[src/sscl_pkg.sv]
// package for the synthesizer serial configuration latches
// assumes a single 100 MHz system clock; serial pins are asynchronous
package sscl_pkg;
    localparam int SHIFT_W = 24;
    localparam real CLK_PERIOD_NS = 10.0;
    localparam real MIN_PULSE_NS = 3.0;
    localparam int MIN_PULSE_CYC = (MIN_PULSE_NS / CLK_PERIOD_NS) < 1.0 ? 1 :
        int'($ceil(MIN_PULSE_NS / CLK_PERIOD_NS));
    // latch select codes
    localparam logic [1:0] SEL_FEEDBACK = 2'h0;
    localparam logic [1:0] SEL_REFERENCE = 2'h1;
    localparam logic [1:0] SEL_PUMP = 2'h2;
    localparam logic [1:0] SEL_NOISE = 2'h3;
    // feedback word fields
    localparam int FB_FAST_BIT = 23;
    localparam int FB_WHOLE_LSB = 14;
    localparam int FB_NUM_LSB = 2;
    // reference word fields
    localparam int RF_TIMER_BIT = 23;
    localparam int RF_MUX_LSB = 20;
    localparam int RF_PRESC_BIT = 18;
    localparam int RF_DIV_LSB = 14;
    localparam int RF_DEN_LSB = 2;
    // pump and noise word fields
    localparam int PC_DOUBLER_BIT = 12;
    localparam int PC_HALF_BIT = 11;
    localparam int PC_CUR_LSB = 7;
    localparam int PC_POL_BIT = 6;
    localparam int PC_PREC_BIT = 5;
    localparam int PC_PD_BIT = 4;
    localparam int PC_TRI_BIT = 3;
    localparam int PC_CRST_BIT = 2;
    localparam int NS_CODE_LSB = 2;
    // legal value limits
    localparam logic [8:0] WHOLE_MIN = 9'h01f;
    localparam logic [11:0] DEN_MIN = 12'h002;
    localparam logic [3:0] RDIV_MIN = 4'h1;
    // output mux codes and pump current multipliers
    localparam logic [2:0] MUX_TRISTATE = 3'h0;
    localparam logic [2:0] MUX_DIG_LOCK = 3'h1;
    localparam logic [2:0] MUX_FB_DIV = 3'h2;
    localparam logic [2:0] MUX_HIGH = 3'h3;
    localparam logic [2:0] MUX_REF_DIV = 3'h4;
    localparam logic [2:0] MUX_ANA_LOCK = 3'h5;
    localparam logic [2:0] MUX_FAST_SW = 3'h6;
    localparam logic [2:0] MUX_LOW = 3'h7;
    localparam logic [4:0] CUR_MULT_FAST = 5'h10;
    localparam logic [4:0] CUR_MULT_NORM = 5'h01;

    typedef struct packed {
        logic fast_lock_request;
        logic [8:0] whole_divide_bits;
        logic [11:0] numerator_bits;
        logic [11:0] denominator_value;
    } sscl_divider_s;

    typedef struct packed {
        logic ref_doubler;
        logic pump_half;
        logic [3:0] pump_current_code;
        logic comparator_polarity;
        logic lock_precision;
        logic power_down;
        logic pump_tristate;
        logic counter_reset;
    } sscl_pump_s;
endpackage

[src/sscl_pulse_stretch.sv]
// stretches a one-cycle pulse to a minimum width
// assumes trigger is on the same clock as the counter
`timescale 1ns/100ps
module sscl_pulse_stretch import sscl_pkg::*; #(
    parameter int WIDTH = MIN_PULSE_CYC
) (
    input wire logic clock,
    input wire logic rst_n,
    input wire logic trigger,
    output logic pulse
);
    initial begin
        if (WIDTH < 1 || WIDTH > 255) $error("pulse width out of range");
    end
    logic [7:0] cnt_reg;
    logic [7:0] cnt_next;
    logic pulse_reg;
    logic pulse_next;
    always_comb begin
        cnt_next = cnt_reg;
        pulse_next = 1'b0;
        if (trigger) begin
            cnt_next = 8'(WIDTH - 1);
            pulse_next = 1'b1;
        end else if (cnt_reg != 8'h00) begin
            cnt_next = cnt_reg - 8'h01;
            pulse_next = 1'b1;
        end
    end
    always_ff @(posedge clock) begin
        if (!rst_n) begin
            cnt_reg <= 8'h00;
            pulse_reg <= 1'b0;
        end else begin
            cnt_reg <= cnt_next;
            pulse_reg <= pulse_next;
        end
    end
    assign pulse = pulse_reg;
endmodule // sscl_pulse_stretch

[src/sscl_serial_config.sv]
// serial programming port, four configuration latches, test output mux
// assumes serial pins come from an asynchronous host; ref and feedback
// divider edges and lock indications come from same-clock logic
`timescale 1ns/100ps
// Summary of operation
// RULE1: word is shifted in msb first, one bit per serial clock rise.
// RULE2: load strobe rise copies the shift register into one latch.
// RULE3: the two lowest shifted bits choose the target latch.
// RULE4: 00 feedback, 01 reference, 10 pump/power, 11 noise/spur.
// RULE5: new denominator takes effect only at next feedback latch write.
// RULE6: whole value legal from 31 to 511 only.
// RULE7: reference divide code 1 to 15; zero is illegal.
// RULE8: denominator must lie from 2 to 4095.
// RULE9: host keeps numerator below the denominator.
// RULE10: ratio is whole plus numerator over denominator.
// RULE11: comparison rate is reference times doubler over divide ratio.
// RULE12: comparator output pulses last at least about 3 ns.
// RULE13: test output selected by three-bit mux code in reference latch.
// RULE14: feedback word: fast lock, whole, numerator, select 00.
// RULE15: reference word: timer load, mux, prescaler, divide, denominator.
// RULE16: pump word bits 15..0 hold doubler, current, power controls; code decodes bits 12..0 only.
// RULE17: noise word bits 10..0 hold noise and spur mode code.
// RULE18: analog lock detect output high with narrow low pulses.
// RULE19: mux codes map to tristate, locks, dividers, fixed levels.
// RULE20: timer load select steers the 12-bit field to timer or denominator.
// RULE21: fast lock raises pump current to 16x until timer expires.
// RULE22: shifting never disturbs latches; only a selecting strobe does.
module sscl_serial_config import sscl_pkg::*; #(
    parameter int WORD_W = SHIFT_W
) (
    input wire logic clock,
    input wire logic rst_n,
    input wire logic serial_clock,
    input wire logic serial_data,
    input wire logic load_strobe,
    input wire logic ref_div_edge,
    input wire logic fb_div_edge,
    input wire logic ref_div_level,
    input wire logic fb_div_level,
    input wire logic digital_lock,
    input wire logic analog_lock,
    output sscl_divider_s active_divider,
    output logic [11:0] fast_lock_timer,
    output logic prescaler_select,
    output logic [3:0] reference_divide_bits,
    output sscl_pump_s pump_ctrl,
    output logic [8:0] noise_spur_code,
    output logic [4:0] pump_current_mult,
    output logic fast_lock_active,
    output logic whole_illegal,
    output logic denominator_illegal,
    output logic ref_div_illegal,
    output logic comparator_up,
    output logic comparator_down,
    output logic test_output_pin_o,
    output logic test_output_pin_oe
);
    initial begin
        if (WORD_W != SHIFT_W) $error("word width must be 24");
    end

    // two-flop synchronisers; first stage read only by second
    logic [2:0] sync1_reg;
    logic [2:0] sync2_reg;
    logic sck_prev_reg;
    logic le_prev_reg;
    always_ff @(posedge clock) begin
        if (!rst_n) begin
            sync1_reg <= 3'h0;
            sync2_reg <= 3'h0;
            sck_prev_reg <= 1'b0;
            le_prev_reg <= 1'b0;
        end else begin
            sync1_reg <= {serial_clock, serial_data, load_strobe};
            sync2_reg <= sync1_reg;
            sck_prev_reg <= sync2_reg[2];
            le_prev_reg <= sync2_reg[0];
        end
    end
    logic sck_rise;
    logic le_rise;
    assign sck_rise = sync2_reg[2] & ~sck_prev_reg;
    assign le_rise = sync2_reg[0] & ~le_prev_reg;

    // shift register and latches
    logic [23:0] shift_reg;
    logic [23:0] shift_next;
    sscl_divider_s div_reg;
    sscl_divider_s div_next;
    logic [11:0] den_pend_reg;
    logic [11:0] den_pend_next;
    logic [11:0] timer_reg;
    logic [11:0] timer_next;
    logic [2:0] mux_reg;
    logic [2:0] mux_next;
    logic presc_reg;
    logic presc_next;
    logic [3:0] rdiv_reg;
    logic [3:0] rdiv_next;
    sscl_pump_s pump_reg;
    sscl_pump_s pump_next;
    logic [8:0] noise_reg;
    logic [8:0] noise_next;
    logic fb_write;

    // numerator, denominator and timer share one 12-bit field shape
    function automatic logic [11:0] field12(input logic [23:0] w, input int lsb);
        return w[lsb +: 12];
    endfunction

    always_comb begin
        shift_next = shift_reg;
        div_next = div_reg;
        den_pend_next = den_pend_reg;
        timer_next = timer_reg;
        mux_next = mux_reg;
        presc_next = presc_reg;
        rdiv_next = rdiv_reg;
        pump_next = pump_reg;
        noise_next = noise_reg;
        fb_write = 1'b0;
        if (sck_rise) begin
            shift_next = {shift_reg[22:0], sync2_reg[1]}; // see RULE1
        end
        if (le_rise) begin // see RULE2 see RULE22
            unique case (shift_reg[1:0]) // see RULE3 see RULE4
                SEL_FEEDBACK: begin
                    fb_write = 1'b1;
                    div_next.fast_lock_request = shift_reg[FB_FAST_BIT]; // see RULE14
                    div_next.whole_divide_bits = shift_reg[FB_WHOLE_LSB +: 9];
                    div_next.numerator_bits = field12(shift_reg, FB_NUM_LSB);
                    div_next.denominator_value = den_pend_reg; // see RULE5
                end
                SEL_REFERENCE: begin
                    if (shift_reg[RF_TIMER_BIT]) begin // see RULE20
                        timer_next = field12(shift_reg, RF_DEN_LSB);
                    end else begin
                        den_pend_next = field12(shift_reg, RF_DEN_LSB); // see RULE15
                    end
                    mux_next = shift_reg[RF_MUX_LSB +: 3]; // see RULE13
                    presc_next = shift_reg[RF_PRESC_BIT];
                    rdiv_next = shift_reg[RF_DIV_LSB +: 4];
                end
                SEL_PUMP: begin
                    pump_next.ref_doubler = shift_reg[PC_DOUBLER_BIT]; // see RULE16
                    pump_next.pump_half = shift_reg[PC_HALF_BIT];
                    pump_next.pump_current_code = shift_reg[PC_CUR_LSB +: 4];
                    pump_next.comparator_polarity = shift_reg[PC_POL_BIT];
                    pump_next.lock_precision = shift_reg[PC_PREC_BIT];
                    pump_next.power_down = shift_reg[PC_PD_BIT];
                    pump_next.pump_tristate = shift_reg[PC_TRI_BIT];
                    pump_next.counter_reset = shift_reg[PC_CRST_BIT];
                end
                SEL_NOISE: begin
                    noise_next = shift_reg[NS_CODE_LSB +: 9]; // see RULE17
                end
            endcase
        end
    end

    // no functional reset on the device; reset here only gives sim a known state
    always_ff @(posedge clock) begin
        if (!rst_n) begin
            shift_reg <= 24'h000000;
            div_reg <= '0;
            den_pend_reg <= 12'h000;
            timer_reg <= 12'h000;
            mux_reg <= MUX_TRISTATE;
            presc_reg <= 1'b0;
            rdiv_reg <= 4'h0;
            pump_reg <= '0;
            noise_reg <= 9'h000;
        end else begin
            shift_reg <= shift_next;
            div_reg <= div_next;
            den_pend_reg <= den_pend_next;
            timer_reg <= timer_next;
            mux_reg <= mux_next;
            presc_reg <= presc_next;
            rdiv_reg <= rdiv_next;
            pump_reg <= pump_next;
            noise_reg <= noise_next;
        end
    end

    // fast lock timer, counted in comparison cycles
    typedef enum {FL_IDLE, FL_RUN} sscl_fl_state_e;
    sscl_fl_state_e fl_state_reg;
    sscl_fl_state_e fl_state_next;
    logic [11:0] fl_cnt_reg;
    logic [11:0] fl_cnt_next;
    logic fl_active;
    always_comb begin
        fl_state_next = fl_state_reg;
        fl_cnt_next = fl_cnt_reg;
        if (fb_write) begin
            // every feedback write restarts or cancels the interval
            fl_state_next = div_next.fast_lock_request ? FL_RUN : FL_IDLE; // see RULE21
            fl_cnt_next = timer_reg;
        end else begin
            unique case (fl_state_reg)
                FL_IDLE: fl_state_next = FL_IDLE;
                FL_RUN: begin
                    // a timer of n ends the interval at the n-th comparison edge
                    if (ref_div_edge && fl_cnt_reg > 12'h001) begin
                        fl_cnt_next = fl_cnt_reg - 12'h001;
                    end else if (ref_div_edge) begin
                        fl_state_next = FL_IDLE; // see RULE21
                    end
                end
            endcase
        end
    end

    always_ff @(posedge clock) begin
        if (!rst_n) begin
            fl_state_reg <= FL_IDLE;
            fl_cnt_reg <= 12'h000;
        end else begin
            fl_state_reg <= fl_state_next;
            fl_cnt_reg <= fl_cnt_next;
        end
    end
    assign fl_active = fl_state_reg == FL_RUN;

    // phase comparator with minimum pulse width
    logic up_state_reg;
    logic up_state_next;
    logic dn_state_reg;
    logic dn_state_next;
    logic reset_pulse;
    logic up_raw;
    logic dn_raw;
    always_comb begin
        up_state_next = up_state_reg | ref_div_edge;
        dn_state_next = dn_state_reg | fb_div_edge;
        if (up_state_next && dn_state_next) begin
            up_state_next = 1'b0;
            dn_state_next = 1'b0;
        end
    end
    always_ff @(posedge clock) begin
        if (!rst_n) begin
            up_state_reg <= 1'b0;
            dn_state_reg <= 1'b0;
        end else begin
            up_state_reg <= up_state_next;
            dn_state_reg <= dn_state_next;
        end
    end
    // both outputs get a guaranteed minimum pulse: removes the dead zone
    assign reset_pulse = (up_state_reg | ref_div_edge) & (dn_state_reg | fb_div_edge);
    sscl_pulse_stretch #(.WIDTH(MIN_PULSE_CYC)) u_stretch (
        .clock(clock),
        .rst_n(rst_n),
        .trigger(reset_pulse),
        .pulse(up_raw)
    ); // see RULE12
    assign dn_raw = up_raw;

    // polarity swaps up and down; pulse state from the next values
    logic up_o_reg;
    logic dn_o_reg;
    logic up_o_next;
    logic dn_o_next;
    logic tp_reg;
    logic tp_next;
    logic tp_oe_reg;
    logic tp_oe_next;
    always_comb begin
        up_o_next = (up_state_next & ~dn_state_next) | up_raw;
        dn_o_next = (dn_state_next & ~up_state_next) | dn_raw;
        tp_next = 1'b0;
        tp_oe_next = 1'b1;
        unique case (mux_reg) // see RULE19
            MUX_TRISTATE: tp_oe_next = 1'b0;
            MUX_DIG_LOCK: tp_next = digital_lock;
            MUX_FB_DIV: tp_next = fb_div_level;
            MUX_HIGH: tp_next = 1'b1;
            MUX_REF_DIV: tp_next = ref_div_level;
            MUX_ANA_LOCK: begin
                // open drain: pull low on pulses, release when locked; see RULE18
                tp_oe_next = ~(analog_lock & ~up_raw);
                tp_next = 1'b0;
            end
            MUX_FAST_SW: tp_next = fl_active;
            MUX_LOW: tp_next = 1'b0;
        endcase
    end

    always_ff @(posedge clock) begin
        if (!rst_n) begin
            up_o_reg <= 1'b0;
            dn_o_reg <= 1'b0;
            tp_reg <= 1'b0;
            tp_oe_reg <= 1'b0;
        end else begin
            up_o_reg <= up_o_next;
            dn_o_reg <= dn_o_next;
            tp_reg <= tp_next;
            tp_oe_reg <= tp_oe_next;
        end
    end
    assign comparator_up = pump_reg.comparator_polarity ? up_o_reg : dn_o_reg;
    assign comparator_down = pump_reg.comparator_polarity ? dn_o_reg : up_o_reg;
    assign test_output_pin_o = tp_reg; // see RULE13
    assign test_output_pin_oe = tp_oe_reg;

    // ratio and comparison rate settings leave as registered fields; see RULE10 see RULE11
    assign active_divider = div_reg;
    assign fast_lock_timer = timer_reg;
    assign prescaler_select = presc_reg;
    assign reference_divide_bits = rdiv_reg;
    assign pump_ctrl = pump_reg;
    assign noise_spur_code = noise_reg;
    assign fast_lock_active = fl_active;
    assign pump_current_mult = fl_active ? CUR_MULT_FAST : CUR_MULT_NORM; // see RULE21
    // legality flags only report; the device stores illegal values as given
    // judged from the next values so each flag moves with its latch
    logic whole_ill_reg;
    logic whole_ill_next;
    logic den_ill_reg;
    logic den_ill_next;
    logic rdiv_ill_reg;
    logic rdiv_ill_next;
    always_comb begin
        whole_ill_next = div_next.whole_divide_bits < WHOLE_MIN; // see RULE6
        den_ill_next = div_next.denominator_value < DEN_MIN; // see RULE8
        rdiv_ill_next = rdiv_next < RDIV_MIN; // see RULE7
    end

    // reset contents are all zero, which every limit calls illegal
    always_ff @(posedge clock) begin
        if (!rst_n) begin
            whole_ill_reg <= 1'b1;
            den_ill_reg <= 1'b1;
            rdiv_ill_reg <= 1'b1;
        end else begin
            whole_ill_reg <= whole_ill_next;
            den_ill_reg <= den_ill_next;
            rdiv_ill_reg <= rdiv_ill_next;
        end
    end
    assign whole_illegal = whole_ill_reg;
    assign denominator_illegal = den_ill_reg;
    assign ref_div_illegal = rdiv_ill_reg;
endmodule // sscl_serial_config

[config.mk]
export PLATFORM = sky130hd
export DESIGN_NAME = sscl_serial_config
export DESIGN_NICKNAME = d
export VERILOG_FILES = /design/src/sscl_pkg.sv /design/src/sscl_pulse_stretch.sv /design/src/sscl_serial_config.sv
export SDC_FILE = /design/constraint.sdc
export NUM_CORES = 1
export LEC_CHECK = 0
export ABC_AREA = 1
export BUFFER_PORTS_ARGS = -buffer_cell sky130_fd_sc_hd__clkbuf_2
export CORE_ASPECT_RATIO = 0.5
export CORE_MARGIN = 2
export CORE_UTILIZATION = 30
export CTS_BUF_LIST = sky130_fd_sc_hd__clkbuf_8
export CTS_CLUSTER_DIAMETER = 50
export DETAILED_ROUTE_END_ITERATION = 10
export PLACE_DENSITY_LB_ADDON = 0.15
export SYNTH_ARGS = -nofsm -noshare
export SYNTH_HDL_FRONTEND = slang
export SYNTH_SLANG_ARGS = --single-unit
[constraint.sdc]
create_clock -name clock -period 1.6 [get_ports clock]
set_clock_uncertainty 0.15 [all_clocks]
set_input_delay 0.16 -clock clock [delete_from_list [all_inputs] [get_ports clock]]
set_output_delay 0.16 -clock clock [all_outputs]
set_load 0.03 [all_outputs]
# After elaboration in Yosys (flattened, before gate mapping)
# Cells that the tools add are included.
# op_classes
n_lt_le_gt_ge,4
n_reduce_logical,17
n_bitwise,18
n_eq_ne,13
add_sub_neg,2
n_mux,23
# op_table
cell,n
$mux 32,3
$mux 34,2
$pmux 32 s2,1
$mux 12,3
$eq 32x1->1 const B,1
$eq 32x2->1 const B,1
$logic_not 32->1,1
$gt 12x1->1 const B,1
$lt 12x2->1 const B,1
$reduce_and 2->1,6
$sub 12x1->12 const B,1
$eq 3x3->1 const B,3
$lt 9x5->1 const B,1
$mux 1,9
$mux 4,2
$not 1->1,8
$reduce_bool 8->1,1
$sub 8x1->8 const B,1
$and 1x1->1,6
$eq 3x2->1 const B,2
$ne 3x3->1 const B,2
$reduce_and 3->1,2
$mux 5,1
$pmux 1 s5,1
11 further kinds,17
# totals
regBits,180
word_cells,113

# Logic depth before layout (Yosys ltp)
# depth
ltp_word,6
ltp_mapped,11

# By module
# From an unflattened synthesis, not the netlist that was laid out.
# hier_totals
hier_cells,808
hier_area_um2,5938.2
# by_module_without_submodules
mod,cells_per_inst,area_each_um2,seq_area_each_um2,instances
sscl_serial_config,743,5459.0,2802.7,1
sscl_pulse_stretch,65,479.2,180.2,1

# Worst setup path before layout
# No wires, ideal clock.
# synth_path
path_kind,flip-flop to flip-flop
startpoint,reg fl_cnt_reg[0]
endpoint,reg fl_cnt_reg[9]
period_less_slack_ns,1.642
required_time_ns,1.322
arrival_ns,1.365
setup_ns,0.128
slack_ns,-0.042
path_stages_with_launch,12
path_cell_list,dfxtp_1 -> inv_1 -> ha_1 -> o21ai_0 -> nor2_1 -> nand2_1 -> nand2_2 -> buf_6 -> nand3_1 -> nand2_1 -> nor2_1 -> nor2_1
# synth_between
elab_chain_cells,4
# synth_lines
item,line,source
from (decl),sscl_serial_config.sv:190,logic [11:0] fl_cnt_reg;
from (signal assigned),sscl_serial_config.sv:221,fl_cnt_reg <= fl_cnt_next;
$sub 12x1->12 / $gt 12x1->1 (equally long branches),"sscl_serial_config.sv:206, sscl_serial_config.sv:205",
$mux 12 / $logic_and 1x1->1 (equally long branches),sscl_serial_config.sv:205,if (ref_div_edge && fl_cnt_reg > 12'h001) begin
$mux 12 / $reduce_bool 2->1 (equally long branches),--,
$mux 12 / $reduce_and 2->1 (equally long branches),--,
# Several ways; a longest one is shown, not always the timed one. The select of a mux whose other input is x is not followed.
# A chain may end at the register's enable or synchronous reset.

# Worst setup path in the final report
# layout_path
startpoint,reg fl_cnt_reg[0]
endpoint,reg fl_cnt_reg[4]
# The elaborated chain is that of the path after synthesis.

==> impl_metrics.csv <==
group,metric,value,unit
run_status,status,"finished with violations",
run_status,violations,"negative hold slack",
placement,portBuffers,91,
worst_hold_path,hp-class,"in2reg",
sta,finalSetupViolCount,0,
sta,fin_hold_ws,-0.00292,ns
sta,tightest_slew,0.699,ns
floorplanning,die_area,0.0207,sq mm
placement,dp_hpwl,10.9,mm
final_layout,n_antenna_cell,0,
logic_synthesis,synthArstFlopShare,0,%
drt,final_antenna_net_count,0,
drt,totalWireLength,16.1,mm
sta,rsz0062_at_grt,"yes",
logic_synthesis,syn_inst,795,
global_route,antenna_found_initial,0,
critical_path,endpoint_kind,"flip-flop",
critical_path,critPathKind,"reg2reg",
global_route,grt_pass1_vias,4810,
critical_path,startpoint_type,"flip-flop",
critical_path,cp_data_arrival_time,1.84,ns
power_and_ir_drop,p_per_area,1140,mW/mm^2
sta,min_period_over_period,99.6,%
logic_synthesis,ys.flop_type,"dfxtp_1",
global_route,grt_pass1_wl,25.1,mm
cts,path_clk_slew,0.09,ns
drt,vias,5315,
sta,timing.slew.headroom,53.3,%
sta,max_freq,0.628,GHz
critical_path,path_max_fanout,8,
cts,cts_tree,"done",
drt,vias_per_cell,4.39,
global_route,grt_overflow_total,0,
sta,setup_total_negative_slack,0,ns
floorplanning,die_h,103,um
worst_hold_path,holdPathStages,4,
flow_run,maxCapViolCount,0,
critical_path,reg2regPathDepth,9,
sta,min_period,1.59,ns
global_route,track_usage,15.5,%
placement,gp_congestion,0.799,
cts,root_buffer,"clkbuf_8",
worst_hold_path,min_from,"rst_n",
cts,cts_buffer_depth,2,
worst_hold_path,holdPathEnd,"sync1_reg[0]$_SDFF_PN0_",
logic_synthesis,synth_enable_flop_cells,0,
final_layout,syn_to_final_growth,31.6,%
cts,h-tree-depth,4,
drt,avgRoutedWirePerCell,13.3,um
power_and_ir_drop,peakVddDrop,0.000478,V
critical_path,critPathRequiredTime,1.84,ns
sta,timing_hold_violations_final,2,
logic_synthesis,synth-seq-area-share,50.9,%
final_layout,nets,946,
power_and_ir_drop,p_leak,3.65,nW
logic_synthesis,ys_ff_latch,149,
logic_synthesis,syn_area_per_cell,7.37,sq um
critical_path,r2r_end,"fl_cnt_reg[4]$_SDFFE_PN0P_",
logic_synthesis,yosysWarnings,0,
drt,drc,0,
cts,clk_latency,0.47,ns
final_layout,drive_above_1_share,27.9,%
sta,maxSlewViolCount,0,
drt,drt_iter0_markers,313,
final_layout,fill_cells,2067,
power_and_ir_drop,total_power,8.77,mW
final_layout,largest_register_ffs,34,
global_route,grt_max_degree,67,
logic_synthesis,yosysUniqueCellTypes,31,
floorplanning,io-pin-count,95,
cts,numClockSinks,149,
floorplanning,rows,36,
floorplanning,die_w,202,um
floorplanning,initial_core_util,30.4,%
logic_synthesis,syn_area,0.00586,sq mm
cts,cts_made_buffers,17,
critical_path,r2r_slack,0.007,ns
critical_path,r2r-start,"fl_cnt_reg[0]$_SDFFE_PN0P_",
floorplanning,core_region_area,0.0193,sq mm
drt,dr.pass1.iters,4,
==> repair_timing <==
action / in CTS / in global routing
hold endpoints to repair: 11 / 0
endpoints found under the setup margin: 22 / 70
hold buffers: 10 / 0
cloned: 0 / 1
buffers inserted: 1 / 3
gates resized for setup: 8 / 111
pin swaps: 2 / 19
==> placed cells by master (no fill, tap or decap), drive strengths merged, types with 3 or more instances in the layout <==
| master | instances |
|---|---|
| a21oi | 32 |
| buf | 56 |
| clkbuf | 108 |
| clkinv | 4 |
| conb | 3 |
| dfxtp | 149 |
| dlygate4sd3 | 10 |
| ha | 3 |
| inv | 79 |
| nand2 | 106 |
| nand3 | 20 |
| nand4 | 6 |
| nor2 | 223 |
| nor3 | 5 |
| o21ai | 123 |
| xnor2 | 4 |
| xor2 | 4 |
==> metrics by stage <==
stage / hold slack [ns] / instance area, sq um / util (%) / setup WS, ns / cells
floorplan: 0.108 / 5870 / - / 0.0392 / 797
global placement: 0.214 / 6870 / 35.6 / 0.00196 / 1164
detailed placement: 0.217 / 6870 / 35.6 / -0.0484 / 1164
CTS: 0.00721 / 7400 / 38.4 / -0.0351 / 1207
global route: 0.0255 / 7710 / 40.0 / -0.0788 / 1211
finish: -0.00292 / 7710 / 40.0 / 0.00708 / 1211
==> how the worst max path moves through the flow <==
stage / startpoint / end / slack, ns / cells after the start
2_1_floorplan: fl_cnt_reg[0]$_SDFFE_PN0P_ / fl_cnt_reg[9]$_SDFFE_PN0P_ / 0.04 / 11
3_3_place_gp: shift_reg[0]$_SDFFE_PN0P_ / fast_lock_timer[5]$_SDFFE_PN0P_ / 0.002 / 9
3_5_place_dp: shift_reg[0]$_SDFFE_PN0P_ / fast_lock_timer[0]$_SDFFE_PN0P_ / -0.05 / 9
4_1_cts: pump_ctrl[4]$_SDFFE_PN0P_ / comparator_up / -0.04 / 3
5_1_grt: fl_cnt_reg[0]$_SDFFE_PN0P_ / fl_cnt_reg[10]$_SDFFE_PN0P_ / -0.08 / 10
6_report: fl_cnt_reg[0]$_SDFFE_PN0P_ / fl_cnt_reg[4]$_SDFFE_PN0P_ / 0.007 / 9
==> layout make-up <==
cell class	instances	area (sq um)	area share, %
Clock inverter	14	159	2.06
Inverter	72	280	3.64
Sequential cell	149	3000	38.9
Multi-Input combinational cell	536	2630	34.1
Clock buffer	18	248	3.21
Tap cell	266	333	4.32
Timing Repair Buffer	156	1060	13.8
==> critical path, cell delays in order, from the launching register on <==
cell and delay, ns:
dfxtp_4 0.39, inv_4 0.04, ha_4 0.15, o21ai_2 0.13, nor2_2 0.06, nand2_2 0.11, nand2_4 0.12, nand2_8 0.16
nand2_2 0.07, a21oi_2 0.14
==> cell families (layout without fill, tap and decap cells) <==
kind of cell    Yosys count  count (layout)  synth area share [%]
buf+inv                 112             260                  8.23
flops                   149             149                  50.9
simple gates            363             363                  24.8
compound gates          159             159                  14.1
fa+ha+maj                 3               3                 0.641
other cells               1               3                0.0640
xor+xnor                  8               8                  1.20
==> synthesized netlist by cell type, drive strengths merged (2+ instances only) <==
library cell	n	area share, %
clkbuf	21	1.3
xnor2	4	0.60
ha	3	0.64
nand4	6	0.64
dfxtp	149	51
buf	19	2.3
inv	69	4.4
clkinv	3	0.19
xor2	4	0.60
a31oi	2	0.21
nor2	223	15
nand2	106	6.9
or2	2	0.21
nor3	5	0.62
nand3	20	1.8
a21oi	32	2.7
o21ai	123	11
==> per-layer routing <==
metal | vias up | global-route usage [%] | part of all wire (%)
met5 | - | 0 | 0
met4 | 0 | 5.15 | 0.61
met3 | 11 | 2.78 | 3.1
met2 | 49 | 24.6 | 45
met1 | 2459 | 21.5 | 51
li1 | 2796 | - | -
==> where the power goes <==
part / internal (mW) / leakage (nW) / switching (mW)
combinational: 0.719 / 2.23 / 0.937
sequential: 3.91 / 1.22 / 0.168
clock: 1.35 / 0.202 / 1.68
total: 5.98 / 3.65 / 2.78
(Power assumes the default switching activity.)
